### src/common/ocs_pkg.sv
package ocs_pkg;
  // clock and settling delay
  localparam int unsigned CLK_HZ      = 40_000_000;
  localparam int unsigned SETTLE_MS   = 1000;
  localparam int unsigned SETTLE_CYC  = (CLK_HZ / 1000) * SETTLE_MS;
  localparam int unsigned CNT_W       = 26;
  // register byte offsets
  localparam logic [11:0] OFF_CMD     = 12'h000;
  localparam logic [11:0] OFF_STB     = 12'h004;
  localparam logic [11:0] OFF_ESE     = 12'h008;
  localparam logic [11:0] OFF_ESR     = 12'h00c;
  localparam logic [11:0] OFF_SRE     = 12'h010;
  localparam logic [11:0] OFF_OQ      = 12'h014;
  localparam logic [11:0] OFF_ERRQ    = 12'h018;
  localparam logic [11:0] OFF_SYNC    = 12'h01c;
  localparam logic [11:0] OFF_EVT     = 12'h020;
  localparam logic [11:0] OFF_LOG     = 12'h040;
  // command codes in cmd[2:0]
  localparam logic [2:0]  CMD_OPC     = 3'h1;
  localparam logic [2:0]  CMD_OPCQ    = 3'h2;
  localparam logic [2:0]  CMD_WAI     = 3'h3;
  localparam logic [2:0]  CMD_CLS     = 3'h4;
  // event register indices
  localparam int unsigned NEVT        = 8;
  localparam int unsigned EVT_HW1     = 0;
  localparam int unsigned EVT_HW2     = 1;
  localparam int unsigned EVT_QUES    = 2;
  localparam int unsigned EVT_STD     = 3;
  localparam int unsigned EVT_OPER    = 4;
  localparam int unsigned EVT_CAL     = 5;
  localparam int unsigned EVT_COMM    = 6;
  localparam int unsigned EVT_CALLP   = 7;
  // bit positions, service request mask and '1' response byte
  localparam int unsigned ESR_OPC_BIT = 0;
  localparam int unsigned STB_HW      = 0;
  localparam int unsigned STB_MISC    = 1;
  localparam int unsigned STB_ERR     = 2;
  localparam int unsigned STB_QUES    = 3;
  localparam int unsigned STB_MAV     = 4;
  localparam int unsigned STB_ESB     = 5;
  localparam int unsigned STB_RQS     = 6;
  localparam int unsigned STB_OPER    = 7;
  localparam logic [7:0]  SRQ_MASK    = 8'hbf;
  localparam logic [7:0]  OQ_ONE      = 8'h31;
  // sizes
  localparam int unsigned NMEAS       = 4;
  localparam int unsigned ERRQ_DEPTH  = 4;
  localparam int unsigned LOG_W       = 16;

  typedef struct packed {
    logic [NMEAS-1:0] on;
    logic [NMEAS-1:0] awaited;
    logic [NMEAS-1:0] done;
  } ocs_meas_s;

  typedef enum logic [1:0] {
    SY_IDLE = 2'b01,
    SY_WAIT = 2'b10
  } ocs_sync_e;
endpackage

### src/hw/ocs_sync_clear.sv
`timescale 1ns/1ps
// Contract
// opc query loads '1' only after completion
// loaded response sets message available bit
// each sync command starts one second delay
// request done from active measurements meanwhile
// satisfied only when delay and measurements done
// awaited measurement off keeps command pending
// controller avoids sync after call states
// queue read withheld while bit 4 clear
// bus held off until response available
// controller puts opc query last
// bit 4 set: service request on available
// wait command suspends later commands
// wait after call state blocks forever
// clear status zeroes all event registers
// clear empties error queue, keeps output
// clear drops status byte bits except bit 4, and service request
// clear keeps message log, reset only
// enable registers read and written, event registers read
// opc command sets event bit 0
// enable bit 5 routes standard events
// delay counter reloads per sync command
module ocs_sync_clear
  import ocs_pkg::*;
#(
  parameter int unsigned SETTLE_CYC_P = SETTLE_CYC
) (
  // apb slave
  input  wire logic                      pclk,
  input  wire logic                      presetn,
  input  wire logic                      psel,
  input  wire logic                      penable,
  input  wire logic                      pwrite,
  input  wire logic [11:0]               paddr,
  input  wire logic [31:0]               pwdata,
  output logic      [31:0]               prdata,
  output logic                           pready,
  output logic                           pslverr,
  // instrument side
  input  wire ocs_meas_s                 meas,
  input  wire logic                      ops_busy,
  input  wire logic [NEVT-1:0][7:0]      evt_set,
  input  wire logic                      err_push,
  input  wire logic [7:0]                err_code,
  input  wire logic                      log_push,
  // status and control out
  output logic                           meas_req,
  output logic                           cmd_hold,
  output logic                           srq
);

  function automatic logic hit(input logic [11:0] a, input logic [11:0] o);
    return a == o;
  endfunction

  logic [31:0]            prdata_r;
  logic                   pready_r, pslverr_r, meas_req_r, cmd_hold_r, srq_r;
  ocs_sync_e              state_r;
  logic [CNT_W-1:0]       settle_cnt_r;
  logic                   opc_pend_r, opcq_pend_r, wai_pend_r, oq_valid_r;
  logic [NMEAS-1:0]       seen_r;
  logic [7:0]             oq_data_r, ese_r, sre_r;
  logic [NEVT-1:0][7:0]   evt_r;
  logic [7:0]             errq_mem_r [ERRQ_DEPTH];
  logic [1:0]             errq_wr_r, errq_rd_r;
  logic [2:0]             errq_cnt_r;
  logic [LOG_W-1:0]       log_cnt_r;
  logic                   acc, wr, rd, cmd_wr, is_sync, cls, stall, mapped;
  logic                   meas_ok, satisfied, opc_set, esr_rd, oq_pop, err_pop;
  logic [7:0]             stb;
  logic [31:0]            rdata;

  assign prdata   = prdata_r;
  assign pready   = pready_r;
  assign pslverr  = pslverr_r;
  assign meas_req = meas_req_r;
  assign cmd_hold = cmd_hold_r;
  assign srq      = srq_r;

  // bus decode
  assign acc     = psel & penable & ~pready_r;
  assign wr      = psel & penable & pready_r & pwrite & ~pslverr_r;
  assign rd      = psel & penable & pready_r & ~pwrite & ~pslverr_r;
  assign cmd_wr  = wr & hit(paddr, OFF_CMD);
  assign is_sync = cmd_wr & ((pwdata[2:0] == CMD_OPC) |
                             (pwdata[2:0] == CMD_OPCQ) |
                             (pwdata[2:0] == CMD_WAI));
  assign cls     = cmd_wr & (pwdata[2:0] == CMD_CLS);
  assign esr_rd  = rd & hit(paddr, OFF_ESR);
  assign oq_pop  = rd & hit(paddr, OFF_OQ);
  assign err_pop = rd & hit(paddr, OFF_ERRQ) & (errq_cnt_r != 3'h0);
  // withheld response and suspended commands hold the access phase
  assign stall = (~pwrite & hit(paddr, OFF_OQ) & ~oq_valid_r &
                  ~sre_r[STB_MAV]) |
                 (pwrite & hit(paddr, OFF_CMD) & wai_pend_r);
  assign mapped = hit(paddr, OFF_CMD) | hit(paddr, OFF_STB) |
                  hit(paddr, OFF_ESE) | hit(paddr, OFF_ESR) |
                  hit(paddr, OFF_SRE) | hit(paddr, OFF_OQ) |
                  hit(paddr, OFF_ERRQ) | hit(paddr, OFF_SYNC) |
                  hit(paddr, OFF_LOG) |
                  ((paddr[11:5] == OFF_EVT[11:5]) && (paddr[1:0] == 2'h0));

  // completion condition
  assign meas_ok   = &(~meas.awaited |
                       (meas.on & (seen_r | meas.done)));
  assign satisfied = (state_r == SY_WAIT) & (settle_cnt_r == '0) &
                     meas_ok & ~ops_busy & ~is_sync;
  assign opc_set   = satisfied & opc_pend_r;

  // status byte summary
  always_comb begin
    stb           = 8'h00;
    stb[STB_HW]   = |{evt_r[EVT_HW1], evt_r[EVT_HW2]};
    stb[STB_MISC] = |{evt_r[EVT_CAL], evt_r[EVT_COMM], evt_r[EVT_CALLP]};
    stb[STB_ERR]  = errq_cnt_r != 3'h0;
    stb[STB_QUES] = |evt_r[EVT_QUES];
    stb[STB_MAV]  = oq_valid_r;
    stb[STB_ESB]  = |(evt_r[EVT_STD] & ese_r);
    stb[STB_RQS]  = srq_r;
    stb[STB_OPER] = |evt_r[EVT_OPER];
  end

  // read mux
  always_comb begin
    rdata = 32'h0000_0000;
    if (hit(paddr, OFF_STB)) begin
      rdata[7:0] = stb;
    end else if (hit(paddr, OFF_ESE)) begin
      rdata[7:0] = ese_r;
    end else if (hit(paddr, OFF_ESR)) begin
      rdata[7:0] = evt_r[EVT_STD];
    end else if (hit(paddr, OFF_SRE)) begin
      rdata[7:0] = sre_r;
    end else if (hit(paddr, OFF_OQ)) begin
      rdata[8:0] = {oq_valid_r, oq_data_r};
    end else if (hit(paddr, OFF_ERRQ)) begin
      rdata[8:0] = {errq_cnt_r != 3'h0, errq_mem_r[errq_rd_r]};
    end else if (hit(paddr, OFF_SYNC)) begin
      rdata[5:0] = {settle_cnt_r == '0, state_r == SY_WAIT,
                    wai_pend_r, opcq_pend_r, opc_pend_r, ops_busy};
    end else if (hit(paddr, OFF_LOG)) begin
      rdata[LOG_W-1:0] = log_cnt_r;
    end else if (paddr[11:5] == OFF_EVT[11:5]) begin
      rdata[7:0] = evt_r[paddr[4:2]];
    end
  end

  // apb answer
  always_ff @(posedge pclk or negedge presetn) begin
    if (!presetn) begin
      pready_r  <= 1'b0;
      pslverr_r <= 1'b0;
      prdata_r  <= 32'h0000_0000;
    end else if (acc && !(mapped && stall)) begin
      pready_r  <= 1'b1;
      pslverr_r <= ~mapped;
      prdata_r  <= mapped ? rdata : 32'h0000_0000;
    end else begin
      pready_r  <= 1'b0;
      pslverr_r <= 1'b0;
    end
  end

  // sync state machine and settling counter
  always_ff @(posedge pclk or negedge presetn) begin
    if (!presetn) begin
      state_r      <= SY_IDLE;
      settle_cnt_r <= '0;
      opc_pend_r   <= 1'b0;
      opcq_pend_r  <= 1'b0;
      wai_pend_r   <= 1'b0;
      seen_r       <= '0;
    end else if (is_sync) begin
      state_r      <= SY_WAIT;
      settle_cnt_r <= CNT_W'(SETTLE_CYC_P - 1);
      seen_r       <= '0;
      opc_pend_r   <= opc_pend_r | (pwdata[2:0] == CMD_OPC);
      opcq_pend_r  <= opcq_pend_r | (pwdata[2:0] == CMD_OPCQ);
      wai_pend_r   <= wai_pend_r | (pwdata[2:0] == CMD_WAI);
    end else begin
      unique case (state_r)
        SY_IDLE: seen_r <= '0;
        SY_WAIT: begin
          if (settle_cnt_r != '0) begin
            settle_cnt_r <= settle_cnt_r - CNT_W'(1);
          end
          seen_r <= seen_r | (meas.done & meas.on);
          if (satisfied) begin
            state_r     <= SY_IDLE;
            opc_pend_r  <= 1'b0;
            opcq_pend_r <= 1'b0;
            wai_pend_r  <= 1'b0;
          end
        end
      endcase
    end
  end

  // measurement request and command suspension levels
  always_ff @(posedge pclk or negedge presetn) begin
    if (!presetn) begin
      meas_req_r <= 1'b0;
      cmd_hold_r <= 1'b0;
    end else begin
      meas_req_r <= is_sync | ((state_r == SY_WAIT) & ~satisfied);
      cmd_hold_r <= (is_sync & (pwdata[2:0] == CMD_WAI)) |
                    (wai_pend_r & ~satisfied);
    end
  end

  // output queue, cls leaves it alone
  always_ff @(posedge pclk or negedge presetn) begin
    if (!presetn) begin
      oq_valid_r <= 1'b0;
      oq_data_r  <= 8'h00;
    end else if (satisfied && opcq_pend_r) begin
      oq_valid_r <= 1'b1;
      oq_data_r  <= OQ_ONE;
    end else if (oq_pop) begin
      oq_valid_r <= 1'b0;
    end
  end

  // event registers, set wins over clear
  for (genvar i = 0; i < NEVT; i++) begin : g_evt
    always_ff @(posedge pclk or negedge presetn) begin
      if (!presetn) begin
        evt_r[i] <= 8'h00;
      end else begin
        evt_r[i] <= ((cls || (esr_rd && i == EVT_STD)) ? 8'h00 : evt_r[i])
                    | evt_set[i]
                    | ((i == EVT_STD && opc_set) ?
                       8'(1 << ESR_OPC_BIT) : 8'h00);
      end
    end
  end

  // enable registers
  always_ff @(posedge pclk or negedge presetn) begin
    if (!presetn) begin
      ese_r <= 8'h00;
      sre_r <= 8'h00;
    end else begin
      if (wr && hit(paddr, OFF_ESE)) begin
        ese_r <= pwdata[7:0];
      end
      if (wr && hit(paddr, OFF_SRE)) begin
        sre_r <= pwdata[7:0] & SRQ_MASK;
      end
    end
  end

  // error queue, emptied by cls
  always_ff @(posedge pclk or negedge presetn) begin
    if (!presetn) begin
      errq_wr_r  <= 2'h0;
      errq_rd_r  <= 2'h0;
      errq_cnt_r <= 3'h0;
    end else if (cls) begin
      errq_rd_r  <= errq_wr_r;
      errq_wr_r  <= errq_wr_r + 2'(err_push);
      errq_cnt_r <= {2'h0, err_push};
    end else begin
      if (err_pop) begin
        errq_rd_r <= errq_rd_r + 2'h1;
      end
      if (err_push && errq_cnt_r != 3'(ERRQ_DEPTH)) begin
        errq_wr_r <= errq_wr_r + 2'h1;
      end
      errq_cnt_r <= errq_cnt_r
                    + 3'(err_push && errq_cnt_r != 3'(ERRQ_DEPTH))
                    - 3'(err_pop);
    end
  end

  always_ff @(posedge pclk) begin
    if (err_push && (cls || errq_cnt_r != 3'(ERRQ_DEPTH))) begin
      errq_mem_r[errq_wr_r] <= err_code;
    end
  end

  // message log count, cleared only by reset
  always_ff @(posedge pclk or negedge presetn) begin
    if (!presetn) begin
      log_cnt_r <= '0;
    end else if (log_push) begin
      log_cnt_r <= log_cnt_r + LOG_W'(1);
    end
  end

  // service request
  always_ff @(posedge pclk or negedge presetn) begin
    if (!presetn) begin
      srq_r <= 1'b0;
    end else if (cls) begin
      srq_r <= 1'b0;
    end else begin
      srq_r <= |(stb & sre_r & SRQ_MASK);
    end
  end
endmodule

### config.mk
export PLATFORM = sky130hd
export DESIGN_NAME = ocs_sync_clear
export DESIGN_NICKNAME = d
export VERILOG_FILES = /design/src/common/ocs_pkg.sv /design/src/hw/ocs_sync_clear.sv
export SDC_FILE = /design/constraint.sdc
export NUM_CORES = 1
export LEC_CHECK = 0
export BUFFER_PORTS_ARGS = -buffer_cell sky130_fd_sc_hd__clkbuf_2
export CORE_ASPECT_RATIO = 2
export CORE_MARGIN = 2
export CORE_UTILIZATION = 53
export DETAILED_ROUTE_END_ITERATION = 8
export PLACE_DENSITY = 0.77
export SYNTH_ARGS = -nofsm -noshare
export SYNTH_HDL_FRONTEND = slang
export SYNTH_SLANG_ARGS = --single-unit
### constraint.sdc
create_clock -name pclk -period 3.7 [get_ports pclk]
set_input_delay 0.74 -clock pclk [delete_from_list [all_inputs] [get_ports pclk]]
set_output_delay 0.74 -clock pclk [all_outputs]
set_load 0.05 [all_outputs]
# After elaboration in Yosys (flattened, before gate mapping)
# Memories as Yosys holds them, arrays and structs flattened.
# Index checks and enable logic that the tools add are counted.
# word_totals
wordCells	208
mem_count	1
register_bits	176
ram_bits	32
# memory_table
memory	words	width	read_ports	rd_clocked_by_memory_dff	write_ports	line_no	text
errq_mem_r	4	8	1	0	1	ocs_sync_clear.sv:65	logic [7:0] errq_mem_r [ERRQ_DEPTH];
# op_classes
n_mux	54
bitwise_logic	70
eq_ne	16
magnitude_cmp	1
reduce_logical	31
n_addsub	7
# op_table
cell	count
2-to-1 mux 8 bit	20
2-to-1 mux 26 bit	3
bitwise OR 8 bit	8
equality test 12 x 5 -> 1 bit, second input constant	4
AND 1 bit	27
logical NOT 26 bit	1
nonzero test 26 bit	1
subtractor 26 x 1 -> 26 bit, second input constant	1
binary-select mux 8 bit (select 3 bit)	1
equality test 12 x 4 -> 1 bit, second input constant	2
OR reduction 24 bit	1
OR reduction 8 bit	3
2-to-1 mux 9 bit	2
bitwise OR 1 bit	17
adder 16 x 1 -> 16 bit, second input constant	1
AND 8 bit	2
2-to-1 mux 16 bit	1
OR reduction 16 bit	1
2-to-1 mux 2 bit	7
2-to-1 mux 7 bit	2
2-to-1 mux 1 bit	13
equality test 12 x 3 -> 1 bit, second input constant	1
equality test 12 x 7 -> 1 bit, second input constant	1
logical NOT 12 bit	1
31 further kinds	58

# Longest topological paths before layout
# Gate-level depths: netlist of run 1.
# logic_depth
word_depth	14
ltp_mapped	13
mapped_depth_nobuf	11

# Least setup slack after synthesis of run 1
# OpenSTA, ideal clock, no wires.
# synth_path
kind	input-to-reg
startpoint	input port paddr[11]
endpoint	register errq_cnt_r[2]
cell_stages	11
path_buffers	0
slack_ns	0.638
arrival_time_ns	2.931
required_ns	3.569
cell_sequence	nor3_4 > nand4_2 > nor4_2 > ha_1 > inv_1 > ha_1 > inv_1 > fa_1 > xor2_1 > xnor2_1 > nor2_1
# synth_via
elab_chain_len	5
elab_cells_between_ends	8
cone_classes	add/sub (1); eq/ne (1); mux (1); bitwise (4); reduce/logical (1)
# synth_lines
item	line_no	text
from (decl)	ocs_sync_clear.sv:35	input wire logic [11:0] paddr,
equality test 12 x 5 -> 1 bit	ocs_sync_clear.sv:54	return a == o;
AND 1 bit (2 in a row)	ocs_sync_clear.sv:92	assign err_pop = rd & hit(paddr, OFF_ERRQ) & (errq_cnt_r != 3'h0);
subtractor 3 x 1 -> 3 bit	ocs_sync_clear.sv:273	- 3'(err_pop);
2-to-1 mux 3 bit (*)	ocs_sync_clear.sv:260	end else if (cls) begin
to (signal assigned)	ocs_sync_clear.sv:263	errq_cnt_r <= {2'h0, err_push};
to (signal assigned)	ocs_sync_clear.sv:271	errq_cnt_r <= errq_cnt_r
to (decl)	ocs_sync_clear.sv:67	logic [2:0] errq_cnt_r;
# Mark *: on every way between the ends. The rest lies on a longest branch, timed or not.
# A chain may end at the register's enable or synchronous reset.

# Final worst setup path of run 1
# layout_path
startpoint	input port paddr[5]
endpoint	register errq_cnt_r[2]
# Same word-level chain as after synthesis.

==> results_tabular.tex, run 1 <==
\begin{tabular}{lr}
\hline
Metric & Value \\
\hline
\multicolumn{2}{l}{\textbf{Run status}} \\
Result of the run & finished clean \\
\multicolumn{2}{l}{\textbf{Drt}} \\
Total detailed-routing wirelength & 24,900 um \\
Vias after detailed routing & 7,306 \\
Met3 wirelength from detailed routing & 1400 um \\
Post-detailed-route count of antenna-violating nets & 0 \\
Routed met1 length & 8650 um \\
Amount of wire on met2 after detailed routing & 13,600 um \\
Max layer used & met4 \\
Drt wl/cell & 21.0 um \\
DRC & 0 \\
Number of detailed-route iterations in the first pass & 5 \\
Number of DRC markers after the initial detailed-route iteration & 492 \\
Vias per std cell & 6.17 \\
\multicolumn{2}{l}{\textbf{CTS}} \\
Clock root cell & clkbuf\_16 \\
Clock input transition at the sequential cells of the worst setup and hold paths & 70 ps \\
Number of gates resized after cts & 0 \\
Clock tree from TritonCTS & done \\
Inserted Clock Buffers & 17 \\
Post-CTS setup buffers & 0 \\
Clk\_lat worst skew & 450 ps \\
Clock sink count & 192 \\
CTS Hold Buffers Added & 0 \\
Deepest clock path buffer count & 2 \\
H-tree lvl count & 4 \\
\multicolumn{2}{l}{\textbf{Die}} \\
Number of rows created at floorplan & 68 \\
Height of the die & 192 um \\
Area of the die & 0.0188 sq mm \\
Core footprint & 0.0173 sq mm \\
Starting density of the core & 54.2\% \\
Total I/O pin count & 173 \\
Die width & 98.0 um \\
\multicolumn{2}{l}{\textbf{Synth}} \\
Yosys warning total & 0 \\
Post-synth design cell area & 0.00937 sq mm \\
Proportion of synthesized chip area in sequential cells & 53.0\% \\
Number of synthesized flops with an enable pin & 32 \\
Main synth FF type & dfrtp\_1 \\
Number of storage elements in the synthesis netlist & 192 \\
Post-Synthesis Cells & 822 \\
Library cells used by synthesis & 76 \\
Average size of a mapped cell & 11.4 sq um \\
Async S/R FF share, synth & 83.3\% \\
\multicolumn{2}{l}{\textbf{Final layout}} \\
Non-filler cells, final & 1,185 \\
Reg area & 0.00497 sq mm \\
Number of nets in the layout & 1,105 \\
Fraction of layout cells with a size suffix above 1 & 25.5\% \\
Count of fill cells added during filler insertion & 1,470 \\
Area growth syn-to-layout & 16.6\% \\
N\_diodes & 0 \\
Multi-input gate area in the final layout & 0.00414 sq mm \\
\multicolumn{2}{l}{\textbf{Critical path}} \\
Critical path class & in -> reg \\
Data arrival time at the worst-slack endpoint & 3170 ps \\
Startpoint type of the worst setup path & input pin \\
Highest fanout seen on the critical path & 6 \\
Delay of the slowest cell on the worst path & 370 ps \\
Worst reg2reg path endpoint & errq\_cnt\_r[2] \\
Critical path required time & 4030 ps \\
Minimum setup slack among reg-to-reg paths & 1030 ps \\
Kind of capture point of the worst setup path & register \\
Startpoint of the worst register-to-register path & pslverr \\
Depth of the worst register-to-register path & 12 \\
Critical Path Slowest Stage Cell & nor4\_4 \\
Ordered list of cells on the worst path & clkbuf\_2 > nor4\_4 > nand4\_2 > nor4\_2 > buf\_4 > ha\_1 > inv\_1 > ha\_1 > inv\_1 > fa\_1 > xor2\_1 > xnor2\_1 > nor2\_1 \\
\multicolumn{2}{l}{\textbf{STA}} \\
Relative slew margins & 34.7\% \\
Final worst clock skew & 11.6 ps \\
Sum of negative setup slack & 0 ps \\
RSZ-0062 raised after global routing & no \\
Final number of max-transition violations & 0 \\
Hold slack final & 399 ps \\
Total count of hold-check failures in the final report & 0 \\
Actual transition at the worst max-transition pin & 980 ps \\
Post-route setup slack & 867 ps \\
Final critical-path share of the clock period & 76.6\% \\
Number of endpoints failing setup at the final stage & 0 \\
Highest clock frequency the design can meet & 353 MHz \\
Final critical-path required period & 2830 ps \\
\multicolumn{2}{l}{\textbf{Global route}} \\
Global routing usage summed across all routing layers & 27.4\% \\
Initial antenna violation count & 0 \\
Gr ovfl total & 0 \\
Vias in the first global route & 7,500 \\
Maximum number of pins on one net before global-route repair & 108 \\
First-pass GRT wire length & 39,600 um \\
\multicolumn{2}{l}{\textbf{Placement}} \\
Worst-case setup slack after placement & 410 ps \\
DPL Wire Length & 18,300 um \\
Post-Place Cells & 1,153 \\
Port bufs & 132 \\
GPL Wtd Cong & 0.953 \\
\multicolumn{2}{l}{\textbf{Flow run}} \\
Max-Cap Viols & 0 \\
\multicolumn{2}{l}{\textbf{Power}} \\
Standby leakage power & 0.00428 uW \\
Cell area power density & 444 mW/mm\^{}2 \\
Worst ir drop on vdd & 0.000302 V \\
\multicolumn{2}{l}{\textbf{Worst hold path}} \\
Min-delay worst type & in -> async \\
\hline
\end{tabular}
flip-flops by register name, summed over array words and instances (netlist names), 2 cells and up:
register,count
ese_r,8
seen_r,4
log_cnt_r,16
errq_rd_r,2
errq_cnt_r,3
sre_r,7
errq_mem_r,32
evt_r,64
settle_cnt_r,26
state_r,2
prdata,16
errq_wr_r,2
logic make-up after synthesis:
| logic type | count (synthesis) | synth area share, % |
|---|---|---|
| xor+xnor | 40 | 3.74 |
| compound gates | 189 | 14.3 |
| mux | 47 | 7.92 |
| flops | 192 | 53.0 |
| other cells | 1 | 0.0400 |
| simple gates | 281 | 16.5 |
| buf+inv | 65 | 3.46 |
| fa+ha+maj | 7 | 1.02 |
layout by cell type, fill, tap and decap left out, types with 7 or more instances in the layout:
master	count
nand4_1	14
xnor2_1	26
edfxtp_1	32
a221oi_1	10
mux2_2	17
mux4_2	20
inv_1	12
nor4_1	20
clkbuf_16	17
nand2_1	83
dfrtp_1	159
a211oi_1	8
nor2_1	50
or3_1	8
a21o_1	65
nor2b_1	8
a21oi_1	29
nand3_1	13
xor2_1	14
a32o_1	7
conb_1	16
buf_4	23
nand2b_1	13
nor3_1	23
clkbuf_2	132
mux2i_1	10
or4_1	7
o21ai_0	30
worst max-delay path: cells and delay by family:
family | cells | cell delay (ps)
buffers and inverters | 4 | 440
AND/OR/NAND/NOR | 4 | 910
XOR/XNOR | 2 | 340
adder cells (fa/ha/maj) | 3 | 730
cell usage after synthesis, types with 3 or more instances:
cell       instances  area, sq um
and3_1             4         25.0
nor4_1            21          131
nor2_1            50          188
mux2_2            17          191
ha_1               6         75.1
mux4_2            20          450
nor2b_1            8         50.1
mux2i_1           10          100
o21ai_0           30          150
or3_1              9         56.3
nand4_1           14         87.6
nor3_1            23          115
nand2_1           83          312
a31oi_1            6         37.5
or4_1              7         52.6
xnor2_1           26          228
a32o_1             7         70.1
buf_4             16          120
a22oi_1            6         45.0
a221oi_1          10         87.6
nand3b_1           5         37.5
buf_1              5         18.8
nand2b_1          13         81.3
a21o_1            65          488
dfrtp_1          159         3980
o211ai_1           4         30.0
a211oi_1           8         60.1
a21oi_1           29          145
buf_2             16         80.1
inv_1             12         45.0
nor4b_1            3         26.3
xor2_1            14          123
edfxtp_1          32          961
a2111oi_0          3         26.3
nor4_4             3         63.8
clkbuf_1          15         56.3
nand3_1           13         65.1
where the power goes:
group | internal (uW) | total, uW | leakage (uW) | switching [uW]
logic | 216 | 535 | 0.00196 | 319
clock network | 1100 | 1890 | 0.000283 | 791
registers | 2300 | 2420 | 0.00203 | 120
total | 3620 | 4850 | 0.00428 | 1230
final cells by class:
cell class	count	area share, %
multi-input combinational	580	37.9
clock buffer	23	4.30
clock inverter	9	1.23
tap	210	2.41
inverter	13	0.447
timing repair buffer	158	8.24
sequential	192	45.5
metal layers:
metal | up-vias | track usage [%]
met5 | - | 0
met4 | 0 | 15.9
met3 | 82 | 4.91
met2 | 296 | 49.2
met1 | 3619 | 29.8
li1 | 3309 | -
per-stage QoR:
stage / util, % / cell area, sq um / total power (uW)
after floorplan: - / 9420 / 2750
after global placement: 59.7 / 10300 / 2970
after detailed placement: 59.7 / 10300 / 2990
after CTS: 63.2 / 10900 / 4870
after global routing: 63.2 / 10900 / 5030
final: 63.2 / 10900 / 4850
worst max path at each step:
stage	from	endpoint	slack [ps]	cells past startpoint
after floorplan	paddr[11]	errq_cnt_r[2]	640	11
after detailed placement	paddr[5]	errq_cnt_r[2]	410	13
after global placement	paddr[5]	errq_cnt_r[2]	470	13
after global routing	paddr[5]	errq_cnt_r[2]	650	13
after CTS	paddr[5]	errq_cnt_r[2]	860	13
final	paddr[5]	errq_cnt_r[2]	870	13
Note: power is estimated with default switching activity, not from simulation.
==> inputs of run 2 (changes only) <==
- ABC_AREA: default -> 1
- PLACE_DENSITY: 0.77 -> 0.76
- clock period: 3.7 -> 2.72 ns (I/O delays scaled with it)
==> results_tabular.tex, run 2 <==
\begin{tabular}{lr}
\hline
Metric & Value \\
\hline
\multicolumn{2}{l}{\textbf{Critical path}} \\
Critical path class & reg -> reg \\
Minimum setup slack among reg-to-reg paths & 300 ps (-730 ps) \\
Critical path required time & 3090 ps (-940 ps) \\
Worst reg2reg path endpoint & errq\_cnt\_r[2] \\
Depth of the worst register-to-register path & 12 (unchanged) \\
Startpoint of the worst register-to-register path & errq\_cnt\_r[1] \\
Highest fanout seen on the critical path & 4 (-2) \\
Data arrival time at the worst-slack endpoint & 2790 ps (-380 ps) \\
Startpoint type of the worst setup path & register \\
Kind of capture point of the worst setup path & register \\
\multicolumn{2}{l}{\textbf{CTS}} \\
Inserted Clock Buffers & 17 (unchanged) \\
Clock input transition at the sequential cells of the worst setup and hold paths & 70 ps (about the same) \\
H-tree lvl count & 4 (unchanged) \\
Clk\_lat worst skew & 440 ps (about the same) \\
CTS Hold Buffers Added & 0 (unchanged) \\
Clock sink count & 192 (unchanged) \\
Clock tree from TritonCTS & done \\
Post-CTS setup buffers & 0 (unchanged) \\
Clock root cell & clkbuf\_16 \\
Deepest clock path buffer count & 2 (unchanged) \\
Number of gates resized after cts & 0 (unchanged) \\
\multicolumn{2}{l}{\textbf{Drt}} \\
Vias after detailed routing & 8,355 (+14\%) \\
Total detailed-routing wirelength & 27,300 um (+9.6\%) \\
Post-detailed-route count of antenna-violating nets & 0 (unchanged) \\
Number of detailed-route iterations in the first pass & 7 (+2) \\
DRC & 0 (unchanged) \\
Drt wl/cell & 17.8 um (-15\%) \\
Vias per std cell & 5.45 (-12\%) \\
Number of DRC markers after the initial detailed-route iteration & 412 (-16\%) \\
\multicolumn{2}{l}{\textbf{Placement}} \\
DPL Wire Length & 21,400 um (+16\%) \\
Port bufs & 132 (unchanged) \\
GPL Wtd Cong & 0.982 (+3.1\%) \\
Worst-case setup slack after placement & 140 ps (-270 ps) \\
Post-Place Cells & 1,500 (+30\%) \\
\multicolumn{2}{l}{\textbf{STA}} \\
Final number of max-transition violations & 0 (unchanged) \\
Number of endpoints failing setup at the final stage & 0 (unchanged) \\
Actual transition at the worst max-transition pin & 608 ps (-372 ps) \\
RSZ-0062 raised after global routing & no \\
Sum of negative setup slack & 0 ps (unchanged) \\
Final critical-path share of the clock period & 88.9\% \\
Highest clock frequency the design can meet & 414 MHz \\
Final critical-path required period & 2420 ps \\
Post-route setup slack & 303 ps (-564 ps) \\
Relative slew margins & 59.5\% (+25 points) \\
Final worst clock skew & 13.3 ps (+1.70 ps) \\
Total count of hold-check failures in the final report & 0 (unchanged) \\
\multicolumn{2}{l}{\textbf{Power}} \\
Standby leakage power & 0.00551 uW (+29\%) \\
Sum of internal, switching and leakage power & 6600 uW (+36\%) \\
Cell area power density & 578 mW/mm\^{}2 (+30\%) \\
Worst ir drop on vdd & 0.000340 V (+12\%) \\
\multicolumn{2}{l}{\textbf{Synth}} \\
Average size of a mapped cell & 8.58 sq um (-25\%) \\
Share of the synthesized area in the top cell type & 40.4\% (-2.0 points) \\
Area fraction in compound gates after synthesis & 13.3\% (-0.92 points) \\
Top cell type by total area after synthesis & dfrtp\_1 \\
Cell with the most instances after synthesis & nand2\_1 \\
Post-synth design cell area & 0.00984 sq mm (+5.0\%) \\
Simple-Gate Fraction of Synth Area & 23.6\% (+7.1 points) \\
Number of storage elements in the synthesis netlist & 192 (unchanged) \\
Number of synthesized flops with an enable pin & 32 (unchanged) \\
Async S/R FF share, synth & 83.3\% (unchanged) \\
Most frequent cells after synthesis & 226 x nand2\_1, 159 x dfrtp\_1, 136 x nor2\_1 \\
Share of synthesized area spent on multiplexers & 0\% (-7.9 points) \\
Proportion of synthesized chip area in sequential cells & 50.5\% (-2.5 points) \\
Main synth FF type & dfrtp\_1 \\
Post-Synthesis Cells & 1,147 (+40\%) \\
Yosys warning total & 0 (unchanged) \\
Combinational family with the most area after synthesis & simple AND/OR/NAND/NOR gates \\
Arithmetic-cell share of the synthesized area counting full adders, half adders and majority gates & 0.967\% (-0.049 points) \\
Xor/xnor cell area share of the yosys netlist & 3.03\% (-0.71 points) \\
Area contributors post-synth & dfrtp\_1 40\%, edfxtp\_1 9.8\%, nand2\_1 8.6\% \\
Library cells used by synthesis & 49 (-36\%) \\
\multicolumn{2}{l}{\textbf{Die}} \\
Height of the die & 197 um (+2.4\%) \\
Die width & 100 um (+2.4\%) \\
Core footprint & 0.0182 sq mm (+5.5\%) \\
Number of rows created at floorplan & 70 (+2.9\%) \\
Total I/O pin count & 173 (unchanged) \\
Starting density of the core & 54.0\% (-0.23 points) \\
Area of the die & 0.0197 sq mm (+4.9\%) \\
\multicolumn{2}{l}{\textbf{Run status}} \\
Result of the run & finished clean \\
\multicolumn{2}{l}{\textbf{Final layout}} \\
Reg area & 0.00497 sq mm (unchanged) \\
Commonest non-fill, non-tap cell in the layout & nand2\_1 \\
Fraction of layout cells with a size suffix above 1 & 18.0\% (-7.5 points) \\
Max reg flops & 64 (unchanged) \\
Non-filler cells, final & 1,532 (+29\%) \\
Area growth syn-to-layout & 16.1\% \\
Multi-input gate area in the final layout & 0.00409 sq mm (-1.2\%) \\
Commonest cells after routing, fill and taps aside & 226 x nand2\_1, 159 x dfrtp\_1, 136 x nor2\_1 \\
Number of nets in the layout & 1,446 (+31\%) \\
Largest register by flop count & evt\_r \\
Largest registers ranked by flip-flop count & evt\_r x64, errq\_mem\_r x32, settle\_cnt\_r x26 \\
Count of fill cells added during filler insertion & 1,601 (+8.9\%) \\
N\_diodes & 0 (unchanged) \\
\multicolumn{2}{l}{\textbf{Global route}} \\
Initial antenna violation count & 0 (unchanged) \\
First-pass GRT wire length & 43,000 um (+8.8\%) \\
Global routing usage summed across all routing layers & 28.9\% (+1.6 points) \\
Maximum number of pins on one net before global-route repair & 64 (-41\%) \\
Vias in the first global route & 8,507 (+13\%) \\
Gr ovfl total & 0 (unchanged) \\
\multicolumn{2}{l}{\textbf{Worst hold path}} \\
Min-delay worst type & in -> async \\
\multicolumn{2}{l}{\textbf{Flow run}} \\
Max-Cap Viols & 0 (unchanged) \\
\hline
\end{tabular}
[run 2: per-stage QoR]
step / hold slack (ps) / utilization (%) / area [sq um]
after floorplan: 248 / - / 9890
after global placement: 445 / 59.4 / 10800
after detailed placement: 456 / 59.4 / 10800
after CTS: 121 / 62.7 / 11400
after global routing: 144 / 62.7 / 11400
final: 102 / 62.7 / 11400
[run 2: power breakdown]
part           total (uW)  internal, uW  switching, uW
logic                 812           293            520
registers            3250          3130            123
clock network        2530          1450           1080
[run 2: cell families after synthesis]
kind of cell	Yosys count
compound gates	211
other cells	1
fa+ha+maj	7
xor+xnor	34
simple gates	515
flops	192
buf+inv	187
[run 2: routing by layer]
layer	vias up	global-route usage [%]	wire length, um
met5	-	0	0
met3	102	4.86	1040
met4	0	19.4	2010
met2	254	52.9	14800
li1	4049	-	-
met1	3950	29.2	9470
[run 2: worst max-delay path by stage]
stage / cells after the start / to / slack, ps / start
6_report: 12 / errq_cnt_r[2] / 300 / errq_cnt_r[1]
5_1_grt: 12 / errq_cnt_r[2] / 140 / errq_cnt_r[1]
4_1_cts: 12 / errq_cnt_r[2] / 290 / errq_cnt_r[1]
3_5_place_dp: 14 / errq_cnt_r[2] / 140 / paddr[2]
3_3_place_gp: 14 / errq_cnt_r[2] / 160 / paddr[6]
2_1_floorplan: 13 / errq_cnt_r[2] / 220 / paddr[2]
[run 2: final cells by class]
| type | count | area share, % |
|---|---|---|
| Clock buffer | 19 | 3.79 |
| Inverter | 142 | 4.67 |
| Sequential cell | 192 | 43.5 |
| Multi-Input combinational cell | 783 | 35.8 |
| Timing Repair Buffer | 167 | 8.47 |
| Clock inverter | 13 | 1.40 |
| Tap cell | 216 | 2.37 |
[run 2: critical path: stages (launching register included)]
cell     delay [ps]
dfrtp_1         420
or2_2           320
nor2_1           90
buf_4           150
nor3_2           50
buf_4           160
ha_1            290
inv_1            50
ha_1            130
inv_1            50
fa_1            370
xor2_1          170
nor2_1          100
